**config.mk**
```make
export PLATFORM = sky130hd
export DESIGN_NAME = uim_core
export DESIGN_NICKNAME = d
export VERILOG_FILES = /design/src/core/uim_pkg.sv /design/src/core/uim_core.sv
export VERILOG_INCLUDE_DIRS = /design/src /design/src/core
export SDC_FILE = /design/constraint.sdc
export NUM_CORES = 1
export LEC_CHECK = 0
export ABC_AREA = 1
export BUFFER_PORTS_ARGS = -buffer_cell sky130_fd_sc_hd__buf_2
export CAP_MARGIN = 10
export CORE_AREA = 2 2 123 125
export CTS_CLUSTER_DIAMETER = 150
export DETAILED_ROUTE_END_ITERATION = 10
export DIE_AREA = 0 0 125 127
export MAX_ROUTING_LAYER = met4
export PLACE_DENSITY = 0.72
export SLEW_MARGIN = 20
export SYNTH_ARGS = -nofsm -noshare
export SYNTH_HDL_FRONTEND = slang
export SYNTH_SLANG_ARGS = --single-unit
```
**constraint.sdc**
```tcl
create_clock -name clk_i -period 4 [get_ports clk_i]
set_clock_uncertainty 0.1 [all_clocks]
set_input_delay 0.8 -clock clk_i [delete_from_list [all_inputs] [get_ports clk_i]]
set_output_delay 0.8 -clock clk_i [all_outputs]
set_load 0.02 [all_outputs]
```
**src/core/uim_defs.svh**
```systemverilog
// Offsets, fields, reset values and counts of the UART interrupt and modem block.
// Assumes the including file handles sizing; definitions only.
`ifndef UIM_DEFS_SVH
`define UIM_DEFS_SVH
// ==========================================
// Register word indices (byte address is index * 4)
`define UIM_IDX_IER 4'h0
`define UIM_IDX_CPR 4'h1
`define UIM_IDX_ISR 4'h2
`define UIM_IDX_LSR 4'h3
`define UIM_IDX_MCR 4'h4
`define UIM_IDX_MSR 4'h5
`define UIM_IDX_DLL 4'h6
`define UIM_IDX_DLM 4'h7
`define UIM_IDX_MODE 4'h8
// ==========================================
// Reset values
`define UIM_CPR_RST 8'h20
`define UIM_DLL_RST 8'h01
// ==========================================
// Interrupt status codes
`define UIM_ISR_NONE 6'h01
`define UIM_ISR_RXST 6'h06
`define UIM_ISR_RXAV 6'h04
`define UIM_ISR_RXTO 6'h0C
`define UIM_ISR_TXEM 6'h02
`define UIM_ISR_MDM 6'h00
`define UIM_ISR_SPCH 6'h10
`define UIM_ISR_CTRT 6'h20
// ==========================================
// Field positions
`define UIM_IER_RXAV 0
`define UIM_IER_TXEM 1
`define UIM_IER_RXST 2
`define UIM_IER_MDM 3
`define UIM_IER_SLEEP 4
`define UIM_IER_ALT 5
`define UIM_IER_RTS 6
`define UIM_IER_CTS 7
`define UIM_MCR_DTR 0
`define UIM_MCR_RTS 1
`define UIM_MCR_USER_OUTPUT_ONE 2
`define UIM_MCR_USER_OUTPUT_TWO 3
`define UIM_MCR_LOOP 4
`define UIM_MCR_XANY 5
`define UIM_MCR_IRDA 6
`define UIM_MCR_PRE 7
// ==========================================
// Timing counts
`define UIM_TO_CHARS 4
`define UIM_OVERSAMPLE 16
`define UIM_PRE_STEP 9'h008
`endif

```
**src/core/uim_pkg.sv**
```systemverilog
// Types of the UART interrupt and modem block.
// Assumes uim_defs.svh holds all numbers.
package uim_pkg;
    // ==========================================
    // Datapath status from receiver and transmitter
    typedef struct packed {
        logic ovr;
        logic par;
        logic frm;
        logic brk;
        logic addr_bit;
        logic rx_above_trig;
        logic rx_held;
        logic rx_stop_ctr;
        logic rx_first_read;
        logic rx_idle;
        logic tx_below_trig;
        logic tx_fifo_empty;
        logic tx_shift_empty;
        logic tx_serial_output;
        logic l5_event;
        logic ttl_zero;
        logic [3:0] char_bits;
    } uim_dp_t;
    // Modem inputs, active low
    typedef struct packed {
        logic cts_n;
        logic dsr_n;
        logic ri_n;
        logic dcd_n;
    } uim_min_t;
    // Modem outputs; DTR and RTS active low, user outputs follow their control bits
    typedef struct packed {
        logic dtr_n;
        logic rts_n;
        logic user_output_one_n;
        logic user_output_two_n;
    } uim_mout_t;
    // Mode register
    typedef struct packed {
        logic fifo_mode;
        logic alt_sleep;
        logic ext_trig;
        logic addr_int;
        logic nine;
        logic enh;
    } uim_mode_t;
    // ==========================================
    // Whole module state
    typedef struct packed {
        logic ack;
        logic [7:0] rdata;
        logic [7:0] interrupt_enable;
        logic [7:0] modem_control;
        logic [7:0] clock_prescale;
        logic [7:0] dll;
        logic [7:0] divisor_high;
        uim_mode_t mode;
        logic [4:1] line_status;
        logic lsr7;
        logic [3:0] dlt;
        logic [3:0] mprev;
        logic [1:0] ctsrts_prev;
        logic [1:0] lvl6;
        logic lvl3;
        logic lvl5;
        logic tx_prev;
        logic tmo_on;
        logic [9:0] tmo_cnt;
        logic tmo;
        logic [7:0] pre_acc;
        logic [15:0] bcnt;
        logic b16;
        logic asleep;
    } uim_st_t;
endpackage
```
**src/core/uim_core.sv**
```systemverilog
// UART channel interrupt, sleep, modem and baud rate logic.
// Assumes a receiver/transmitter datapath supplies status and
// a classic Wishbone master reaches the registers.
// Function
// - Report only highest-priority pending source; 000001 when none.
// - Normal framing: line status bits 1-4 raise level 1 under enable bit 2.
// - Nine-bit: errors gated by enable bit 3, address bit by mode bit.
// - Level 2a while receive fill exceeds its trigger.
// - Level 2b after four idle character periods; first read clears.
// - Level 3 on transmit level under trigger; read or refill clears.
// - Zero trigger with extended levels waits for fully idle transmitter.
// - Level 4 from modem deltas; modem status read clears.
// - Level 5 only in enhanced mode; status read of level 5 clears.
// - Level 6 on CTS or RTS low-to-high, only in enhanced mode; status read clears.
// - Sleep only when enabled and every idle condition holds.
// - Sleep readback shows entry; leaves sleep when conditions fail.
// - Never sleep in infrared mode.
// - Control bits 0,1 drive DTR and RTS active low.
// - Bits 2,3 drive user outputs; bit 3 gates interrupt pin by select.
// - Loopback holds outputs high and wires outputs back internally.
// - Bit 5 is resume-on-any in enhanced, else CTS/RTS flow control.
// - Bit 6 selects infrared coding in enhanced mode; needs 16x clock.
// - Bit 7 selects M+N/8 prescaler; reset 0x20; writes need enhanced.
// - Deltas for CTS, DSR, DCD changes; ring trailing edge only.
// - Status bits 4-7 show inverted inputs or loopback sources.
// - Baud tick divides by divisor 1 to 65535 from two bytes.
//
// Local design decision: the Wishbone register port.
`timescale 1ns/100ps
module uim_core
    import uim_pkg::*;
(
    input wire logic clk_i,
    input wire logic rst_i,
    input wire logic ce_i,
    input wire logic wb_cyc_i,
    input wire logic wb_stb_i,
    input wire logic wb_we_i,
    input wire logic [5:2] wb_adr_i,
    input wire logic [3:0] wb_sel_i,
    input wire logic [31:0] wb_dat_i,
    output logic [31:0] wb_dat_o,
    output logic wb_ack_o,
    input wire uim_dp_t dp_i,
    input wire uim_min_t modem_in_i,
    input wire logic serial_input_i,
    input wire logic int_sel_n_i,
    output uim_mout_t modem_out_o,
    output logic serial_output_o,
    output logic rx_sin_o,
    output logic irq_o,
    output logic irq_oe_o,
    output logic sleep_o,
    output logic baud16_o,
    output logic irda_en_o,
    output logic xon_any_o,
    output logic auto_flow_o
);
`include "uim_defs.svh"

    // ==========================================
    // Decode
    uim_st_t s;
    uim_st_t n;
    logic req;
    logic wr;
    logic rd_isr;
    logic rd_lsr;
    logic rd_msr;
    logic loop;
    logic enh;
    logic nine;
    logic [3:0] m_in;
    logic [3:0] chg;
    logic [5:0] code;
    logic [7:0] src;
    logic tx_cond;
    logic [9:0] tmo_lim;
    logic [15:0] div_eff;
    logic [7:0] cpr_eff;
    logic [8:0] acc9;
    logic pre_tick;
    logic irda_on;
    logic sleep_en;
    logic sleep_ok;
    logic [1:0] ctsrts;
    logic [7:0] ier_rd;
    logic [7:0] rd_val;

    assign req = wb_cyc_i & wb_stb_i & ~s.ack;
    assign wr = req & wb_we_i & wb_sel_i[0];
    assign rd_isr = req & ~wb_we_i & (wb_adr_i == `UIM_IDX_ISR);
    assign rd_lsr = req & ~wb_we_i & (wb_adr_i == `UIM_IDX_LSR);
    assign rd_msr = req & ~wb_we_i & (wb_adr_i == `UIM_IDX_MSR);
    assign loop = s.modem_control[`UIM_MCR_LOOP];
    assign enh = s.mode.enh;
    assign nine = s.mode.nine;

    // ==========================================
    // Modem view: index 0 CTS, 1 DSR, 2 RI, 3 DCD
    always_comb begin
        if (loop) begin
            m_in = {s.modem_control[`UIM_MCR_USER_OUTPUT_TWO], s.modem_control[`UIM_MCR_USER_OUTPUT_ONE],
                    s.modem_control[`UIM_MCR_DTR], s.modem_control[`UIM_MCR_RTS]};
        end else begin
            m_in = ~{modem_in_i.dcd_n, modem_in_i.ri_n,
                     modem_in_i.dsr_n, modem_in_i.cts_n};
        end
    end

    assign chg[0] = m_in[0] ^ s.mprev[0];
    assign chg[1] = m_in[1] ^ s.mprev[1];
    assign chg[2] = s.mprev[2] & ~m_in[2];
    assign chg[3] = m_in[3] ^ s.mprev[3];

    // ==========================================
    // Pins
    always_comb begin
        modem_out_o.dtr_n = loop | ~s.modem_control[`UIM_MCR_DTR];
        modem_out_o.rts_n = loop | ~s.modem_control[`UIM_MCR_RTS];
        modem_out_o.user_output_one_n = loop | s.modem_control[`UIM_MCR_USER_OUTPUT_ONE];
        modem_out_o.user_output_two_n = loop | s.modem_control[`UIM_MCR_USER_OUTPUT_TWO];
    end
    assign serial_output_o = loop | dp_i.tx_serial_output;
    assign rx_sin_o = loop ? dp_i.tx_serial_output : serial_input_i;
    assign irda_on = s.modem_control[`UIM_MCR_IRDA] & enh;
    assign irda_en_o = irda_on;
    assign xon_any_o = s.modem_control[`UIM_MCR_XANY] & enh;
    assign auto_flow_o = s.modem_control[`UIM_MCR_XANY] & ~enh;
    // CTS as seen after loopback, RTS as driven
    assign ctsrts = {modem_out_o.rts_n, ~m_in[0]};

    // ==========================================
    // Transmit empty condition
    always_comb begin
        if (s.mode.ext_trig & dp_i.ttl_zero) begin
            tx_cond = dp_i.tx_fifo_empty & dp_i.tx_shift_empty & dp_i.tx_serial_output;
        end else begin
            tx_cond = dp_i.tx_below_trig;
        end
    end

    // ==========================================
    // Interrupt sources in priority order, bit 0 highest
    always_comb begin
        if (nine) begin
            src[0] = ((s.line_status[1] | s.line_status[3] | s.line_status[4]) & s.interrupt_enable[`UIM_IER_MDM])
                     | (s.line_status[2] & s.mode.addr_int);
        end else begin
            src[0] = (|s.line_status) & s.interrupt_enable[`UIM_IER_RXST];
        end
        src[1] = dp_i.rx_above_trig & s.interrupt_enable[`UIM_IER_RXAV];
        src[2] = s.tmo & s.interrupt_enable[`UIM_IER_RXAV];
        src[3] = s.lvl3 & s.interrupt_enable[`UIM_IER_TXEM];
        src[4] = (|s.dlt) & s.interrupt_enable[`UIM_IER_MDM];
        src[5] = s.lvl5 & s.interrupt_enable[`UIM_IER_ALT] & enh;
        src[6] = enh & ((s.lvl6[0] & s.interrupt_enable[`UIM_IER_CTS])
                 | (s.lvl6[1] & s.interrupt_enable[`UIM_IER_RTS]));
        src[7] = 1'b0;
    end

    always_comb begin
        if (src[0]) begin
            code = `UIM_ISR_RXST;
        end else if (src[1]) begin
            code = `UIM_ISR_RXAV;
        end else if (src[2]) begin
            code = `UIM_ISR_RXTO;
        end else if (src[3]) begin
            code = `UIM_ISR_TXEM;
        end else if (src[4]) begin
            code = `UIM_ISR_MDM;
        end else if (src[5]) begin
            code = `UIM_ISR_SPCH;
        end else if (src[6]) begin
            code = `UIM_ISR_CTRT;
        end else begin
            code = `UIM_ISR_NONE;
        end
    end

    assign irq_o = |src;
    // Interrupt pin only tristates when select is low
    assign irq_oe_o = int_sel_n_i | s.modem_control[`UIM_MCR_USER_OUTPUT_TWO];

    // ==========================================
    // Sleep
    assign sleep_en = (s.mode.alt_sleep & ~enh) ? s.interrupt_enable[`UIM_IER_ALT] : s.interrupt_enable[`UIM_IER_SLEEP];
    assign sleep_ok = sleep_en & dp_i.tx_fifo_empty & dp_i.tx_shift_empty
                      & serial_input_i & dp_i.rx_idle & ~dp_i.rx_held
                      & ~loop & (s.dlt == 4'h0) & ~(|src)
                      & ~irda_on;
    assign sleep_o = s.asleep;

    always_comb begin
        ier_rd = s.interrupt_enable;
        if (s.mode.alt_sleep & ~enh) begin
            ier_rd[`UIM_IER_ALT] = s.interrupt_enable[`UIM_IER_ALT] & s.asleep;
        end else begin
            ier_rd[`UIM_IER_SLEEP] = s.interrupt_enable[`UIM_IER_SLEEP] & s.asleep;
        end
    end

    // ==========================================
    // Baud generation
    assign cpr_eff = (s.clock_prescale < 8'h08) ? 8'h08 : s.clock_prescale;
    assign acc9 = {1'b0, s.pre_acc} + `UIM_PRE_STEP;
    assign pre_tick = ~s.modem_control[`UIM_MCR_PRE] | (acc9 >= {1'b0, cpr_eff});
    assign div_eff = ({s.divisor_high, s.dll} == 16'h0000) ? 16'h0001 : {s.divisor_high, s.dll};
    assign baud16_o = s.b16;
    assign tmo_lim = 10'(`UIM_TO_CHARS * `UIM_OVERSAMPLE * dp_i.char_bits);

    // ==========================================
    // Register read mux
    always_comb begin
        case (wb_adr_i)
            `UIM_IDX_IER: rd_val = ier_rd;
            `UIM_IDX_CPR: rd_val = s.clock_prescale;
            `UIM_IDX_ISR: rd_val = {2'h0, code};
            `UIM_IDX_LSR: rd_val = {s.lsr7, dp_i.tx_fifo_empty & dp_i.tx_shift_empty,
                                    dp_i.tx_fifo_empty, s.line_status, dp_i.rx_held};
            `UIM_IDX_MCR: rd_val = s.modem_control;
            `UIM_IDX_MSR: rd_val = {m_in, s.dlt};
            `UIM_IDX_DLL: rd_val = s.dll;
            `UIM_IDX_DLM: rd_val = s.divisor_high;
            `UIM_IDX_MODE: rd_val = {2'h0, s.mode};
            default: rd_val = 8'h00;
        endcase
    end
    assign wb_dat_o = {24'h000000, s.rdata};
    assign wb_ack_o = s.ack;

    // ==========================================
    // Next state
    always_comb begin
        n = s;
        n.ack = req;
        if (req & ~wb_we_i) begin
            n.rdata = rd_val;
        end
        if (wr) begin
            case (wb_adr_i)
                `UIM_IDX_IER: n.interrupt_enable = wb_dat_i[7:0];
                `UIM_IDX_CPR: n.clock_prescale = wb_dat_i[7:0];
                `UIM_IDX_MCR: n.modem_control = {enh ? wb_dat_i[7] : s.modem_control[7], wb_dat_i[6:0]};
                `UIM_IDX_DLL: n.dll = wb_dat_i[7:0];
                `UIM_IDX_DLM: n.divisor_high = wb_dat_i[7:0];
                `UIM_IDX_MODE: n.mode = uim_mode_t'(wb_dat_i[5:0]);
                default: n.rdata = s.rdata;
            endcase
        end
        // Line status: set wins over the read clear
        n.line_status = (rd_lsr ? 4'h0 : s.line_status)
                | {dp_i.brk, dp_i.frm, nine ? dp_i.addr_bit : dp_i.par, dp_i.ovr};
        n.lsr7 = (rd_lsr ? 1'b0 : s.lsr7)
                 | dp_i.frm | dp_i.brk | (~nine & dp_i.par);
        // Modem deltas
        n.mprev = m_in;
        n.dlt = (rd_msr ? 4'h0 : s.dlt) | chg;
        // Transmit empty
        n.tx_prev = tx_cond;
        n.lvl3 = (tx_cond & ~s.tx_prev)
                 | (s.lvl3 & tx_cond & ~(rd_isr & (code == `UIM_ISR_TXEM)));
        // Special character
        n.lvl5 = (enh & dp_i.l5_event)
                 | (s.lvl5 & ~(rd_isr & (code == `UIM_ISR_SPCH)));
        // CTS/RTS rising
        n.ctsrts_prev = ctsrts;
        n.lvl6 = (ctsrts & ~s.ctsrts_prev)
                 | (s.lvl6 & ~{2{rd_isr & (code == `UIM_ISR_CTRT)}});
        // Receive time-out
        if (dp_i.rx_stop_ctr | dp_i.rx_first_read) begin
            n.tmo_on = 1'b1;
            n.tmo_cnt = 10'h000;
        end else if (s.b16 & s.tmo_on & (s.tmo_cnt < tmo_lim)) begin
            n.tmo_cnt = s.tmo_cnt + 10'h001;
        end
        if (dp_i.rx_first_read | ~dp_i.rx_held) begin
            n.tmo = 1'b0;
        end else if (s.mode.fifo_mode & s.tmo_on & (s.tmo_cnt >= tmo_lim)) begin
            n.tmo = 1'b1;
        end
        // Prescaler and divisor
        n.b16 = 1'b0;
        if (s.modem_control[`UIM_MCR_PRE]) begin
            n.pre_acc = pre_tick ? 8'(acc9 - {1'b0, cpr_eff}) : acc9[7:0];
        end else begin
            n.pre_acc = 8'h00;
        end
        if (pre_tick) begin
            if (s.bcnt >= div_eff - 16'h0001) begin
                n.bcnt = 16'h0000;
                n.b16 = 1'b1;
            end else begin
                n.bcnt = s.bcnt + 16'h0001;
            end
        end
        n.asleep = sleep_ok;
    end

    // ==========================================
    // State register, frozen while ce_i is low
    always_ff @(posedge clk_i) begin
        if (rst_i) begin
            s <= '{clock_prescale: `UIM_CPR_RST, dll: `UIM_DLL_RST, default: '0};
        end else if (ce_i) begin
            s <= n;
        end
    end
endmodule

```
; Yosys cells after proc, flatten, opt, wreduce, memory -nomap -nowiden
; Cells that the tools add are included.
[totals]
regBits = 113
latch_bits = 0
ram_bits = 0
romBits = 0
input_bits = 72
out_inout_bits = 46
elab_cells = 210
n_memories = 0
[classes]
add_sub_neg = 5
n_mul = 0
div_mod_pow = 0
n_lt_le_gt_ge = 5
n_eq_ne = 12
shifts = 0
n_mux = 40
bitwise = 97
n_reduce_logical = 21
[ops]
columns = operator, count
row1 = 8-bit two-way mux, 10
row2 = 8-bit one-hot mux with 9 select lines, 1
row3 = 54-bit two-way mux, 1
row4 = 1-bit AND, 52
row5 = 6-bit two-way mux, 8
row6 = 16-bit two-way mux, 2
row7 = 10-bit two-way mux, 2
row8 = 1-bit OR, 18
row9 = 3-bit AND reduction, 6
row10 = 16-bit by 1-bit adder with 16-bit output (second input constant), 1
row11 = 4-bit by 3-bit == test with 1-bit output (second input constant), 4
row12 = 16-bit greater-or-equal comparator, 1
row13 = 16-bit zero test, 1
row14 = 1-bit inverter, 16
row15 = 16-bit by 1-bit subtractor with 16-bit output (second input constant), 1
row16 = 1-bit two-way mux, 13
row17 = 4-bit two-way mux, 3
row18 = 10-bit by 1-bit adder with 10-bit output (second input constant), 1
row19 = 10-bit greater-or-equal comparator, 1
row20 = 10-bit < comparator, 1
row21 = 2-bit AND reduction, 5
row22 = 8-bit by 4-bit adder with 9-bit output (second input constant), 1
row23 = 9-bit by 8-bit greater-or-equal comparator with 1-bit output, 1
row24 = 4-bit by 2-bit == test with 1-bit output (second input constant), 2
row25 = 20 further kinds, 28

; Longest topological paths before layout
[depth]
ltp_word = 15
mapped_depth = 26
mapped_depth_nobuf = 25

; Least setup slack after synthesis
; OpenSTA, ideal clock, no wires.
[synth_timing]
kind = flip-flop to flip-flop
start = reg s[79] in the netlist's numbering
end = reg s[10] in the netlist's numbering
setup_time_ns = 0.112
t_arrival_ns = 2.943
t_required_ns = 3.788
setup_slack_ns = 0.845
path_stages_with_launch = 27
n_path_buf = 1
period_less_slack_ns = 3.155
path_cell_list = dfxtp_1 > inv_1 > nand2_1 > nor2_1 > nand3_1 > nand2_1 > inv_1 > ha_1 > nand3_1 > nor2_1 > inv_1 > nor2_1 > nand2_1 > nor3_1 > xor2_1 > inv_1 > ha_1 > nand2_1 > inv_1 > nand3_1 > nor2_1 > nand3_1 > nand3_1 > nand2_4 > nand2_4 > buf_12 > nor2_2
[synth_between]
elab_chain_cells = 5
[synth_rtl]
columns = item, line
row1 = "start, declared", uim_core.sv:63  ; uim_st_t s;
row2 = "start signal, assigned", uim_core.sv:307  ; s <= n;
row3 = 16-bit zero test, uim_core.sv:209  ; assign div_eff = ({s.divisor_high, s.dll} == 16'h0000) ? 16'h0001 : {s.divisor_high, s.dll};
row4 = 16-bit two-way mux (*), uim_core.sv:209
row5 = 16-bit by 1-bit subtractor with 16-bit output (*), uim_core.sv:291  ; if (s.bcnt >= div_eff - 16'h0001) begin
row6 = 16-bit greater-or-equal comparator (*), uim_core.sv:291
row7 = 16-bit two-way mux (*), uim_core.sv:291
; Every way passes the cells marked *; elsewhere a longest branch is shown, timed or not.
; A chain may end at the register's enable or synchronous reset.

; Worst setup path in the final report
[layout_timing]
start = reg s[64] in the netlist's numbering
end = reg s[2] in the netlist's numbering
; The elaborated chain is that of the path after synthesis.

==> reports/metrics.cfg <==
[run_status]
outcome = finished, final reports clean

[finish]
drive_gt1_share_pct = 11.6
syn_to_final_growth_pct = 13.5
nNetsFinal = 1265
fill_cells = 1404
final_cells = 1355
antenna_cells = 0
multiInputGateArea_um2 = 4060
seq_area_um2 = 2260

[worst_setup_path]
crit_buf_inv = 4
crit_slowest_cell = dfxtp_1
worstPathMaxFanout = 13
reg2reg_to = s[2]
end_kind = flop
path_class = reg2reg
start_kind = flop
r2r-start = s[64]
worstRegToRegCells = 25
crit_path_max_incr_delay_ns = 0.44
r2r_slack_ns = 0.42
path_delay_family = simple AND/OR/NAND/NOR gates
crit_required_ns = 4.19
crit_arrival_ns = 3.76

[sta]
period_needed_ns = 3.58
setup_viol = 0
rsz0062_at_grt = false
fmax_mhz = 280
drv_slew = 0
finalHoldViolations = 0
period_share_pct = 89.4
relSlewSlack_pct = 35.8
worstMarginPinSlew_ns = 0.952
tns_ns = 0

[yosys]
async_reset_ff_share_pct = 0
syn_inst = 1106
syn_area_um2 = 7150
synth_top_area_share_pct = 31.6
synth_area_leaders = dfxtp_1 (32%), nand2_1 (15%), nor2_1 (7.1%), inv_1 (6.9%), a21oi_1 (6.0%)
synth_seq_cells = 113
ys_seq_area_share_pct = 31.6
synthDistinctLibCells = 43
synth_edf_count = 0
yosys.area.top_type = dfxtp_1
avgSynthCellArea_um2 = 6.46
synth_ff_type = dfxtp_1
yosysWarnings = 0

[hold_path]
min-delay-start = wb_dat_o[3]
min_path_cells = 2
hold_end = wb_dat_o[3]
min_path_type = reg2reg

[global_routing]
track_usage_pct = 25.3
grt_max_degree = 55
antenna_found_initial = 0
grt_pass1_vias = 6276
overflow = 0
grt_first_pass_wirelength_um = 31400

[route]
wl_per_cell_um = 14.4
drt-initial-drc-count = 563
vias_per_cell = 5.13
num_vias = 6953
firstDrtPassIters = 5
ant_nets = 0
routed_wirelength_um = 19500
drc = 0

[clock_tree]
cts_tree = yes
numCtsBuffers = 17
hold_buffers = 0
cts_buffer_depth = 2
clkSinkCount = 113
htreeDepth = 4
clock_latency_ns = 0.42
post_cts_resize_count = 0
cts_root_buffer = clkbuf_16
clkSlewWorstSetupHoldPaths_ns = 0.05
cts_setup_buffers = 0

[floorplanning]
dieHeight_um = 127
start_util_pct = 49.6
io_pins = 118
fp.dieW_um = 125
core-area_um2 = 14400
dieArea_um2 = 15900
rows = 44

[placed_design]
place_inst = 1324
dpl.hpwl_um = 14500
port_buffers = 66
routabilityCongestion = 0.992

[power_and_ir_drop]
p_sw_uw = 683
intPower_mw = 2.37
p_comb_share_pct = 6.7
power_density_nw_per_um2 = 376
ir_drop_mv = 0.304
seqPwrFrac_pct = 38.0
p_leak_nw = 3.77
clkPwrFrac_pct = 55.3
sw_frac_of_total_pct = 22.4

[flow_run]
maxCapViolCount = 0

-- registers in the layout, summed over array words and instances, names as in the netlist --
register  cells
s            93
wb_dat_o      8
ier_rd        6
baud16_o      1
enh           1
loop          1
nine          1
sleep_o       1
wb_ack_o      1
-- cells in the final DEF (no fill, tap or decap), types with 4 or more instances in the layout --
cell type / netlist / routed
a21oi_1: 85 / 85
conb_1: 1 / 24
or2_2: 5 / 5
nor2_2: 7 / 7
ha_1: 33 / 33
bufinv_16: 0 / 5
nand2_1: 295 / 295
nor2_1: 136 / 136
nor2_4: 6 / 6
nor3_1: 18 / 18
dfxtp_1: 113 / 113
o211ai_1: 8 / 8
inv_1: 131 / 131
xnor2_1: 8 / 8
buf_4: 34 / 4
clkbuf_16: 0 / 17
xor2_1: 14 / 14
o21ai_0: 72 / 72
buf_2: 5 / 66
nand2_2: 4 / 4
clkbuf_8: 0 / 4
nand4_1: 16 / 16
nand3_1: 58 / 58
inv_2: 6 / 6
a21o_1: 4 / 4
-- layer usage --
| layer | share of wire (%) | track usage [%] | wire length (um) |
|---|---|---|---|
| met3 | 5.5 | 4.10 | 1080 |
| met1 | 44 | 31.6 | 8600 |
| met5 | 0 | - | 0 |
| met4 | 3.3 | 10.4 | 647 |
| met2 | 47 | 41.2 | 9180 |
-- worst reg2reg max path, cell delays in order, from the launching register on --
cell and delay [ns]:
dfxtp_1 0.44, nor2_1 0.10, nand2_1 0.07, nor2_1 0.05
nand3_1 0.08, nand2_1 0.07, inv_1 0.07, ha_1 0.18
nand3_1 0.12, nor2_1 0.16, inv_1 0.07, nor2_1 0.15
nand2_1 0.11, nor3_1 0.18, xor2_1 0.16, inv_1 0.05
ha_1 0.26, nand2_1 0.06, inv_1 0.05, nand3_1 0.09
nor2_1 0.16, nand3_1 0.10, nand3_1 0.14, nand2_4 0.08
nand2_4 0.24, a21oi_1 0.08
-- worst max path at each step --
stage,start,endpoint,slack (ns),depth (start not counted)
after global routing,s[64],s[2],0.03,25
final,s[64],s[2],0.42,25
after global placement,s[64],s[17],0.47,25
after CTS,s[64],s[2],0.40,25
after detailed placement,s[64],s[2],0.41,25
after floorplan,s[79],s[10],0.84,26
-- cells in the mapped netlist, drive strengths merged (3+ instances only) --
library cell,count
nand4,16
o211ai,8
xor2,14
nor3,19
o21a,3
ha,33
inv,137
nor2,150
clkbuf,18
xnor2,8
dfxtp,113
nand2,301
a21o,4
or2,5
nand3,60
o21ai,72
buf,42
a21oi,86
nor4,3
-- metrics by stage --
stage          setup slack, ns  power [mW]  hold slack, ns  area [um^2]  util, %
2_1_floorplan            0.845        1.33           0.337         7230        -
3_3_place_gp             0.475        1.38           0.350         7450     51.7
3_5_place_dp             0.406        1.39           0.352         7450     51.7
4_1_cts                  0.396        3.07           0.361         8120     56.3
5_1_grt                 0.0316        3.14           0.379         8120     56.3
6_report                 0.424        3.05           0.359         8120     56.3
-- kinds of logic after synthesis --
family | share of synthesized area (%)
flip-flops | 31.6
other | 0.0525
XOR/XNOR | 2.70
AO/OA/AOI/OAI | 13.5
adder cells (fa/ha/maj) | 6.06
AND/OR/NAND/NOR | 33.3
buffers and inverters | 12.7
-- power groups by stage --
stage / logic, mW / clock network, mW / registers [mW]
detailed placement: 0.203 / 0 / 1.18
global placement: 0.201 / 0 / 1.18
floorplan: 0.153 / 0 / 1.18
global route: 0.227 / 1.75 / 1.16
finish: 0.206 / 1.69 / 1.16
CTS: 0.204 / 1.70 / 1.16
-- layout make-up --
class / instances / share of cell area, %
clock buffers: 22 / 5.97
multi-input cells: 818 / 50.1
inverters: 138 / 6.38
repair buffers: 71 / 4.69
flip-flops and latches: 113 / 27.9
well taps: 184 / 2.84
clock inverters: 9 / 2.19
Note: power is estimated with default switching activity, not from simulation.
